File: config.mk
export PLATFORM = sky130hd
export DESIGN_NAME = sbc_standby_ctrl
export DESIGN_NICKNAME = d
export VERILOG_FILES = /design/src/design/sbc_pkg.sv /design/src/design/sbc_settle_timer.sv /design/src/design/sbc_standby_ctrl.sv
export VERILOG_INCLUDE_DIRS = /design/src /design/src/design
export SDC_FILE = /design/constraint.sdc
export NUM_CORES = 1
export LEC_CHECK = 0
export BUFFER_PORTS_ARGS = -buffer_cell sky130_fd_sc_hd__buf_2
export CAP_MARGIN = 20
export CORE_ASPECT_RATIO = 0.5
export CORE_MARGIN = 2
export CORE_UTILIZATION = 30
export CTS_CLUSTER_SIZE = 25
export DETAILED_ROUTE_END_ITERATION = 6
export PLACE_DENSITY = 0.47
export SYNTH_ARGS = -nofsm -noshare
export SYNTH_HDL_FRONTEND = slang
export SYNTH_HIERARCHICAL = 1
export SYNTH_SLANG_ARGS = --single-unit
File: constraint.sdc
create_clock -name clk -period 2.7 [get_ports clk]
set_input_delay 0.54 -clock clk [delete_from_list [all_inputs] [get_ports clk]]
set_output_delay 0.54 -clock clk [all_outputs]
set_load 0.02 [all_outputs]
File: src/design/sbc_defs.svh
// Constants of the standby controller: register offset, field layout,
// reset value, settle counts and wake-up waits.
// Assumes inclusion by bare name from the package and the modules.
`ifndef SBC_DEFS_SVH
`define SBC_DEFS_SVH

// ----------------------------------------------------------------------
// Settle select register
// ----------------------------------------------------------------------
`define SBC_OSC_SETTLE_ADDR 16'hfffa
`define SBC_OSC_SETTLE_RST 8'h04
`define SBC_SEL_LSB 0
`define SBC_SEL_MSB 2
`define SBC_SEL_2P12 3'h0
`define SBC_SEL_2P15 3'h2
`define SBC_SEL_2P17 3'h4

// ----------------------------------------------------------------------
// Timing, in main oscillator periods and processor clocks
// ----------------------------------------------------------------------
`define SBC_SETTLE_CNT_2P12 4096
`define SBC_SETTLE_CNT_2P15 32768
`define SBC_SETTLE_CNT_2P17 131072
`define SBC_SETTLE_CNT_W 18
`define SBC_WAKE_VEC_CLK 4'h9
`define SBC_WAKE_RES_CLK 4'h1
`define SBC_WAKE_CNT_W 4

`endif

File: src/design/sbc_pkg.sv
// Types of the standby controller: state encoding and state record.
// Assumes sbc_defs.svh is on the include path.
`include "sbc_defs.svh"

package sbc_pkg;

  // ----------------------------------------------------------------------
  // Standby sequencer states, one-hot
  // ----------------------------------------------------------------------
  typedef enum logic [4:0] {
    st_run = 5'b00001,
    st_halt = 5'b00010,
    st_stop = 5'b00100,
    st_settle = 5'b01000,
    st_wake = 5'b10000
  } sbc_state_type;

  // ----------------------------------------------------------------------
  // Whole state of the controller
  // ----------------------------------------------------------------------
  typedef struct packed {
    sbc_state_type st;
    logic [`SBC_SEL_MSB:`SBC_SEL_LSB] settle_sel;
    logic reset_wait;
    logic vec_after;
    logic [`SBC_WAKE_CNT_W-1:0] wake_cnt;
    logic ack_hold;
    logic cpu_clk_en;
    logic osc_enable;
    logic standby_hold;
    logic wake_vector;
    logic wake_resume;
    logic settle_start;
    logic [7:0] rdata;
  } sbc_ctrl_state_type;

endpackage : sbc_pkg

File: src/design/sbc_settle_timer.sv
// Oscillator settle down-counter of the standby controller.
// Assumes count_en is high only while the oscillator really oscillates.
`timescale 1ns/1ps
`include "sbc_defs.svh"

module sbc_settle_timer #(
  parameter int CNT_W = `SBC_SETTLE_CNT_W
) (
  // Clock and reset
  input wire logic clk,
  input wire logic sys_rst,
  // Control
  input wire logic load,
  input wire logic [CNT_W-1:0] load_value,
  input wire logic count_en,
  // Status
  output logic done
);

  typedef struct packed {
    logic [CNT_W-1:0] cnt;
    logic busy;
    logic done;
  } sbc_timer_state_type;

  sbc_timer_state_type state_reg;
  sbc_timer_state_type state_next;

  // ----------------------------------------------------------------------
  // Counting
  // ----------------------------------------------------------------------
  // Counts only enabled periods, so start-up time is never included
  always_comb
  begin
    state_next = state_reg;
    state_next.done = 1'b0;
    if (load)
    begin
      state_next.cnt = load_value;
      state_next.busy = 1'b1;
    end
    else if (state_reg.busy && count_en)
    begin
      if (state_reg.cnt <= CNT_W'(1))
      begin
        state_next.cnt = '0;
        state_next.busy = 1'b0;
        state_next.done = 1'b1;
      end
      else
      begin
        state_next.cnt = state_reg.cnt - CNT_W'(1);
      end
    end
  end

  // State register
  always_ff @(posedge clk)
  begin
    if (sys_rst)
      state_reg <= '0;
    else
      state_reg <= state_next;
  end

  assign done = state_reg.done;

endmodule : sbc_settle_timer

File: src/design/sbc_standby_ctrl.sv
// Standby controller: halt and stop sequencing, oscillator settle wait,
// wake-up decision and interrupt acknowledge hold-off.
// Assumes the core pulses halt_exec/stop_exec for one clock per
// instruction and the interrupt logic supplies flag and mask vectors.
`timescale 1ns/1ps
`include "sbc_defs.svh"

module sbc_standby_ctrl #(
  parameter int IRQ_N = 16,
  parameter int CNT_W = `SBC_SETTLE_CNT_W,
  parameter int SETTLE_CNT_2P12 = `SBC_SETTLE_CNT_2P12,
  parameter int SETTLE_CNT_2P15 = `SBC_SETTLE_CNT_2P15,
  parameter int SETTLE_CNT_2P17 = `SBC_SETTLE_CNT_2P17
) (
  // Clock and reset
  input wire logic clk,
  input wire logic sys_rst,
  // Processor core
  input wire logic halt_exec,
  input wire logic stop_exec,
  input wire logic flag_instr_decode,
  input wire logic flag_instr_done,
  // Interrupt logic
  input wire logic [IRQ_N-1:0] request_flags,
  input wire logic [IRQ_N-1:0] mask_flags,
  input wire logic global_irq_enable,
  input wire logic nmi_req,
  // Oscillator
  input wire logic osc_running,
  // Register port
  input wire logic [15:0] reg_addr,
  input wire logic [7:0] reg_wdata,
  input wire logic reg_wr,
  input wire logic reg_rd,
  // Outputs to core, oscillator and peripherals
  output logic cpu_clk_en,
  output logic osc_enable,
  output logic standby_hold,
  output logic wake_vector,
  output logic wake_resume,
  output logic irq_ack_hold,
  output logic [7:0] reg_rdata
);

  // ----------------------------------------------------------------------
  // Reset value of the whole state
  // ----------------------------------------------------------------------
  // Reset behaves like a stop release: oscillator on, fixed 2^15 wait
  // Reset byte cut to the stored field; bits 7..3 are never stored
  localparam logic [7:0] SEL_RST_BYTE = `SBC_OSC_SETTLE_RST;
  localparam sbc_pkg::sbc_ctrl_state_type RESET_STATE = '{
    st: sbc_pkg::st_settle,
    settle_sel: SEL_RST_BYTE[`SBC_SEL_MSB:`SBC_SEL_LSB],
    reset_wait: 1'b1,
    vec_after: 1'b0,
    wake_cnt: '0,
    ack_hold: 1'b0,
    cpu_clk_en: 1'b0,
    osc_enable: 1'b1,
    standby_hold: 1'b1,
    wake_vector: 1'b0,
    wake_resume: 1'b0,
    settle_start: 1'b1,
    rdata: 8'h00
  };

  sbc_pkg::sbc_ctrl_state_type state_reg;
  sbc_pkg::sbc_ctrl_state_type state_next;
  logic [CNT_W-1:0] settle_load;
  logic settle_done;
  logic reg_hit;

  // ----------------------------------------------------------------------
  // Decoding helpers
  // ----------------------------------------------------------------------
  // Settle code to oscillator period count
  function automatic logic [CNT_W-1:0] sel_to_count(
    input logic [`SBC_SEL_MSB:`SBC_SEL_LSB] sel
  );
    logic [CNT_W-1:0] cnt;
    cnt = CNT_W'(SETTLE_CNT_2P17);
    case (sel)
      `SBC_SEL_2P12: cnt = CNT_W'(SETTLE_CNT_2P12);
      `SBC_SEL_2P15: cnt = CNT_W'(SETTLE_CNT_2P15);
      `SBC_SEL_2P17: cnt = CNT_W'(SETTLE_CNT_2P17);
      // Prohibited codes take the longest wait, the safe side
      default: cnt = CNT_W'(SETTLE_CNT_2P17);
    endcase
    return cnt;
  endfunction : sel_to_count

  // Any request whose mask is clear; masked ones never wake
  function automatic logic unmasked_pending(
    input logic [IRQ_N-1:0] req,
    input logic [IRQ_N-1:0] mask
  );
    return |(req & ~mask);
  endfunction : unmasked_pending

  // Register address match
  assign reg_hit = (reg_addr == `SBC_OSC_SETTLE_ADDR);

  // Wait after reset ignores the register code
  assign settle_load = state_reg.reset_wait ? CNT_W'(SETTLE_CNT_2P15)
                                            : sel_to_count(state_reg.settle_sel);

  // ----------------------------------------------------------------------
  // Oscillator settle timer
  // ----------------------------------------------------------------------
  // Enable tied to oscillation, so start-up delay is not counted
  // Load follows entry by one cycle, through settle_start
  sbc_settle_timer #(
    .CNT_W(CNT_W)
  ) u_settle_timer (
    .clk(clk),
    .sys_rst(sys_rst),
    .load(state_reg.settle_start),
    .load_value(settle_load),
    .count_en(osc_running),
    .done(settle_done)
  );

  // ----------------------------------------------------------------------
  // Next-state logic
  // ----------------------------------------------------------------------
  always_comb
  begin
    state_next = state_reg;
    state_next.wake_vector = 1'b0;
    state_next.wake_resume = 1'b0;
    state_next.settle_start = 1'b0;

    // Read data, registered; upper bits always zero
    state_next.rdata = 8'h00;
    if (reg_rd && reg_hit)
    begin
      state_next.rdata = {5'h00, state_reg.settle_sel};
    end

    // A read in the same cycle still returns the old code
    // Whole-byte write; only the code field is stored
    if (reg_wr && reg_hit)
    begin
      state_next.settle_sel = reg_wdata[`SBC_SEL_MSB:`SBC_SEL_LSB];
    end

    // Acknowledge hold-off; a new decode wins over a done
    if (flag_instr_decode)
    begin
      state_next.ack_hold = 1'b1;
    end
    else if (flag_instr_done)
    begin
      state_next.ack_hold = 1'b0;
    end

    case (state_reg.st)
      sbc_pkg::st_run:
      begin
        // Stop wins if the core flags both in one cycle
        if (stop_exec)
        begin
          // Peripherals are expected idle already
          state_next.st = sbc_pkg::st_stop;
          state_next.cpu_clk_en = 1'b0;
          state_next.osc_enable = 1'b0;
          state_next.standby_hold = 1'b1;
        end
        else if (halt_exec)
        begin
          state_next.st = sbc_pkg::st_halt;
          state_next.cpu_clk_en = 1'b0;
          state_next.osc_enable = 1'b1;
          state_next.standby_hold = 1'b1;
        end
      end

      sbc_pkg::st_halt:
      begin
        // A request already pending wakes on the first halt cycle
        // NMI is tested first, so it always vectors
        if (nmi_req)
        begin
          state_next.st = sbc_pkg::st_wake;
          state_next.vec_after = 1'b1;
          state_next.wake_cnt = `SBC_WAKE_VEC_CLK;
        end
        else if (unmasked_pending(request_flags, mask_flags))
        begin
          state_next.st = sbc_pkg::st_wake;
          state_next.vec_after = global_irq_enable;
          state_next.wake_cnt = global_irq_enable ? `SBC_WAKE_VEC_CLK
                                                  : `SBC_WAKE_RES_CLK;
        end
      end

      sbc_pkg::st_stop:
      begin
        // Only an unmasked request ends stop; reset acts via sys_rst
        if (unmasked_pending(request_flags, mask_flags))
        begin
          state_next.st = sbc_pkg::st_settle;
          state_next.osc_enable = 1'b1;
          state_next.settle_start = 1'b1;
          state_next.reset_wait = 1'b0;
          state_next.vec_after = global_irq_enable;
        end
      end

      sbc_pkg::st_settle:
      begin
        // Core stays frozen until the oscillator is trusted
        if (settle_done)
        begin
          state_next.st = sbc_pkg::st_run;
          state_next.cpu_clk_en = 1'b1;
          state_next.standby_hold = 1'b0;
          state_next.reset_wait = 1'b0;
          // After reset no pulse: the core starts at its reset vector
          if (!state_reg.reset_wait)
          begin
            state_next.wake_vector = state_reg.vec_after;
            state_next.wake_resume = !state_reg.vec_after;
          end
        end
      end

      sbc_pkg::st_wake:
      begin
        // Fixed restart delay before the core clock returns
        // One step per clock; a count of one ends on this edge
        if (state_reg.wake_cnt <= `SBC_WAKE_RES_CLK)
        begin
          state_next.st = sbc_pkg::st_run;
          state_next.cpu_clk_en = 1'b1;
          state_next.standby_hold = 1'b0;
          state_next.wake_cnt = '0;
          state_next.wake_vector = state_reg.vec_after;
          state_next.wake_resume = !state_reg.vec_after;
        end
        else
        begin
          state_next.wake_cnt = state_reg.wake_cnt - `SBC_WAKE_RES_CLK;
        end
      end

      // Lost state recovers to run instead of freezing the core
      default:
      begin
        state_next.st = sbc_pkg::st_run;
        state_next.cpu_clk_en = 1'b1;
        state_next.osc_enable = 1'b1;
        state_next.standby_hold = 1'b0;
      end
    endcase
  end

  // ----------------------------------------------------------------------
  // State register
  // ----------------------------------------------------------------------
  // Reset from any state restarts at the reset vector after settling
  // Synchronous reset only; sys_rst is taken as clean to clk
  always_ff @(posedge clk)
  begin
    if (sys_rst)
      state_reg <= RESET_STATE;
    else
      state_reg <= state_next;
  end

  // ----------------------------------------------------------------------
  // Outputs, all straight from the state register
  // ----------------------------------------------------------------------
  // No output passes through logic, so none can glitch at the core
  assign cpu_clk_en = state_reg.cpu_clk_en;
  assign osc_enable = state_reg.osc_enable;
  assign standby_hold = state_reg.standby_hold;
  assign wake_vector = state_reg.wake_vector;
  assign wake_resume = state_reg.wake_resume;
  assign irq_ack_hold = state_reg.ack_hold;
  assign reg_rdata = state_reg.rdata;

endmodule : sbc_standby_ctrl

Yosys cells after proc, flatten, opt, wreduce, memory -nomap -nowiden. Cells that the tools add are included.

Word-level logic and storage cells: 101. Bits of input ports: 67. Output and inout bits: 14. Register bits: 49.

Magnitude comparators: 2. Muxes and demuxes: 39. Eq/ne operators: 12. Add/sub/neg operators: 2. Bitwise operators: 6. Reduce and logical (&&, ||, !) cells: 23.

Operators by type and width (count): $mux 5 (9); $mux 18 (2); $pmux 18 s2 (1); $pmux 5 s5 (1); $mux 20 (1); $mux 19 (1); $le 18x1->1 const B (1); $sub 18x1->18 const B (1); $and 16x16->16 (1); $eq 16x16->1 const B (1); $not 16->16 (1); $reduce_or 16->1 (1); $mux 3 (4); $reduce_bool 2->1 (6); $reduce_and 3->1 (3); $mux 1 (8); $mux 4 (2); $pmux 1 s4 (2); $pmux 4 s2 (1); $mux 2 (3); $ne 3x3->1 const B (2); $reduce_or 3->1 (2); $eq 5x1->1 const B (1); $eq 5x2->1 const B (1); other kinds (19) (28).

Logic depth before layout (Yosys ltp).
Depth after elaboration: 6. Mapped depth: 7. Mapped depth without buffers: 7.

Cells and area by module. Netlist, hierarchy kept.

By module, submodules not included: sbc_standby_ctrl (cells each 162, instances 1, seq. area each 480.5 µm², area each 1412.6 µm²); sbc_settle_timer (cells each 161, instances 1, seq. area each 400.4 µm², area each 1300.0 µm²).

Worst setup path after synthesis. No wires, ideal clock.

Kind: register to register. From: reg u_settle_timer/state_reg[2] (netlist bit). To: reg u_settle_timer/state_reg[12] (netlist bit). Setup slack: 812 ps. Data arrival time: 1802 ps. Required time: 2614 ps. Path buffers: 0. Clock period less this slack: 1888 ps. Library setup time: 86 ps. Cell stages (with the launch flop): 8. Cell sequence: dfxtp_1 inv_1 ha_1 nor2b_1 nand2_1 or3_1 or3b_1 a221oi_2.

Word-level cells in the longest chain between the ends: 4. Elaborated cells between the ends (all ways): 5. Those cells by class: 1 x add/sub; 1 x order compare; 3 x mux.

Ends and longest elaborated chain: from (decl) (RTL line sbc_settle_timer.sv:26) `sbc_timer_state_type state_reg;`; from (signal assigned) (RTL line sbc_settle_timer.sv:63) `state_reg <= state_next;`; $sub 18x1->18 / $le 18x1->1 (equally long branches) (RTL line sbc_settle_timer.sv:52, sbc_settle_timer.sv:44); $mux 18 * (RTL line sbc_settle_timer.sv:44) `if (state_reg.cnt <= CNT_W'(1))`; $mux 20 * (RTL line sbc_settle_timer.sv:42) `else if (state_reg.busy && count_en)`; $mux 19 * (RTL line sbc_settle_timer.sv:37) `if (load)`.

Every way passes the cells marked *; elsewhere a longest branch is shown, timed or not. The select of a mux whose other input is x is not followed. A chain may end at the register's enable or synchronous reset.

Final worst setup path. Same ends and word-level chain as after synthesis.

==> summary.md <==
| Metric | Value |
|---|---|
| Drt total wl | 6.54 mm |
| Final Critical Period | 2200 ps |
| Commonest non-fill, non-tap cell in the layout | buf_2 |
| Flop pwr share | 41.4% |
| Clock skew | 3.53 ps |
| Async SR Flop Fraction | 0% |
| Total grt overflow | 0 |
| Final setup margin | 505 ps |
| Clock sinks | 44 |
| Internal reg-to-reg setup slack | 500 ps |
| Number of synthesized flops with an enable pin | 0 |
| Period utilisation layout | 81.3% |
| Synthesized area per cell | 8.40 um2 |
| Layout cells sized above 1 | 25.7% |
| Metal3 WL | 369 um |
| Non-filler instance count after layout | 522 |
| Routability cong. | 0.792 |
| Ys Warns | 6 |
| Critical Setup Path Class | reg -> reg |
| ANT nets after route | 0 |
| Crit path required time | 2900 ps |
| # diodes | 0 |
| Rows | 24 |
| Final Max Tran Viols | 0 |
| Setup_tns | 0 ps |
| Register area | 881 um2 |
| Outcome | finished, final reports clean |
| CTS clk-pin slew, worst paths | 60 ps |
| Critical Path AT | 2400 ps |
| Cells along the critical path | inv_1 -> ha_1 -> nor2b_1 -> nand2_1 -> or3_1 -> or3b_1 -> a221oi_2 |
| Place WS | 537 ps |
| Yosys reg bits | 44 |
| CTS root buffer | clkbuf_16 |
| Worst reg2reg startpoint | u_settle_timer/state_reg[2] |
| Initial antenna violation count | 0 |
| Initial Utilization | 31.0% |
| F_max | 456 MHz |
| Max cap viols | 0 |
| Post-cts sizing count | 0 |
| Hold Crit Class | reg -> reg |
| DR top layer | met4 |
| FF-to-FF path depth | 7 |
| Drt first pass iters | 4 |
| Largest vdd supply drop | 0.214 mV |
| DRC Markers | 0 |
| CTS Hold Bufs | 0 |
| Leak | 1.40 nW |
| Max Root-Sink Buffers | 2 |
| Metal1 wirelength | 2.99 mm |
| CTS tree | done |
| Headroom to the max-slew limit | 63.5% |
| Sw frac | 27.2% |
| Seq/Total Area, Yosys | 32.5% |
| Vias | 2553 |
| Worst Setup End Kind | flop |
| Iteration-0 DRC Markers | 117 |
| Largest register FFs | 19 |
| P_sw | 0.476 mW |
| Average wire per standard cell | 12.5 um |
| Hpwl dp | 4.94 mm |
| Internal power | 1.27 mW |
| Full die area | 9860 um2 |
| Gr usage total | 13.9% |
| Clk network pwr share | 39.2% |
| Highest-count cells in the layout ignoring fill and taps | buf_2, dfxtp_1, nor2_1, nand2_1, conb_1 |
| Worst-skew pair later-pin latency | 290 ps |
| Vias per cell | 4.89 |
| Worst-margin pin slew | 544 ps |
| WL met2 | 3.12 mm |
| PortBufs | 70 |
| Crit path max fanout | 7 |
| Largest net degree at the start of global routing | 39 |
| Critical Path Start Type | flop |
| Max incr delay on CP | 390 ps |
| Unrepaired setup endpoints after global routing | false |
| Worst setup path end | u_settle_timer/state_reg[12] |
| Nets | 475 |
| Fillers | 898 |
| Layout area overhead | 23.9% |
| Die Span Y | 71.2 um |
| Critical Path Start | u_settle_timer/state_reg[2] |
| Post-CTS Setup Repair Bufs | 0 |
| Placeable Area | 8740 um2 |
| Slowest cell on crit path | dfxtp_1 |
| I/O Pins | 81 |
| Total CTS buffers | 5 |
| Multi-input logic area | 1720 um2 |
| Worst R2R End | u_settle_timer/state_reg[12] |
| # H-tree levels | 2 |
| P per Cell Area | 520 nW/um2 |
| Hold Fails Final Rpt | 0 |
| First-pass GRT wire length | 11.3 mm |
| Setup Viol. Count Final | 0 |
| Synth Cell Area | 2710 um2 |
| Die Wd | 138 um |
| Placed cells | 514 |
| Yosys cell types | 68 |
| Primary FF master, synth | dfxtp_1 |
| Comb power frac | 19.4% |
| Vias in the first global route | 2508 |
| Synthesized instance count | 323 |
==> per-layer routing <==
layer / vias to the layer above / GRT usage [%]
met2: 74 / 25.1
met5: - / 0
met4: 0 / 4.20
met3: 7 / 3.14
li1: 1301 / -
met1: 1171 / 16.8
==> layout make-up <==
type / instances / area share [%]
sequential: 44 / 26.2
clock buffer: 6 / 3.83
timing repair buffer: 74 / 11.3
multi-input combinational: 260 / 51.1
inverter: 19 / 2.12
tap: 117 / 4.36
clock inverter: 2 / 1.04
==> cell families (layout without fill, tap and decap cells) <==
| kind of cell | after synthesis | in the layout | synth area share [%] |
|---|---|---|---|
| AO/OA/AOI/OAI | 65 | 65 | 19.6 |
| flip-flops | 44 | 44 | 32.5 |
| multiplexers | 4 | 4 | 1.66 |
| AND/OR/NAND/NOR | 157 | 157 | 34.2 |
| XOR/XNOR | 10 | 10 | 3.23 |
| adder cells (fa/ha/maj) | 4 | 4 | 1.85 |
| buffers and inverters | 38 | 101 | 6.83 |
| other | 1 | 20 | 0.138 |
==> synthesized netlist by cell type (3+ instances only) <==
| master | count | area share, % |
|---|---|---|
| dfxtp_1 | 44 | 32 |
| nor2_1 | 38 | 5.3 |
| nand2_1 | 26 | 3.6 |
| inv_1 | 19 | 2.6 |
| a21oi_1 | 13 | 2.4 |
| a221oi_1 | 13 | 4.2 |
| nor2b_1 | 13 | 3.0 |
| nand4_1 | 12 | 2.8 |
| nor3_1 | 10 | 1.8 |
| buf_4 | 9 | 2.5 |
| o21ai_0 | 9 | 1.7 |
| xnor2_1 | 9 | 2.9 |
| clkbuf_1 | 8 | 1.1 |
| nand3b_1 | 7 | 1.9 |
| nor4_1 | 7 | 1.6 |
| and2_1 | 6 | 1.4 |
| nand3_1 | 5 | 0.92 |
| a31oi_1 | 4 | 0.92 |
| ha_1 | 4 | 1.8 |
| or3_1 | 4 | 0.92 |
| a2111oi_2 | 3 | 1.7 |
| and3_1 | 3 | 0.69 |
| mux2i_1 | 3 | 1.1 |
| nor2b_4 | 3 | 1.5 |
==> through the flow <==
stage	area [um2]	power (mW)	hold WS, ps	util, %
after floorplan	2780	0.972	396	-
after global placement	3200	1.07	429	36.6
after detailed placement	3200	1.08	431	36.6
after CTS	3360	1.78	442	38.5
after global routing	3360	1.85	461	38.5
final	3360	1.75	432	38.5
==> critical path: cells and delay by family, from the launching register on <==
family | cells | cell delay [ps]
and+or+nand+nor | 4 | 1080
buffers and inverters | 1 | 110
adders and majority gates | 1 | 320
AOI/OAI and AO/OA | 1 | 210
DFF | 1 | 390
==> worst min-delay path by stage <==
stage,start,end,slack (ps),cells after the start
floorplan,state_reg[19],wake_resume,400,1
global placement,state_reg[19],wake_resume,430,1
detailed placement,state_reg[19],wake_resume,430,1
CTS,state_reg[19],wake_resume,440,1
global route,state_reg[19],wake_resume,460,1
finish,state_reg[19],wake_resume,430,1
==> power by group through the flow <==
| stage | Sequential (mW) | Clock (mW) | Combinational [mW] |
|---|---|---|---|
| floorplan | 0.742 | 0 | 0.230 |
| global placement | 0.737 | 0 | 0.336 |
| detailed placement | 0.738 | 0 | 0.339 |
| CTS | 0.724 | 0.714 | 0.340 |
| global route | 0.729 | 0.744 | 0.377 |
| finish | 0.724 | 0.686 | 0.338 |
No activity file was read; power rests on OpenSTA's default activity.
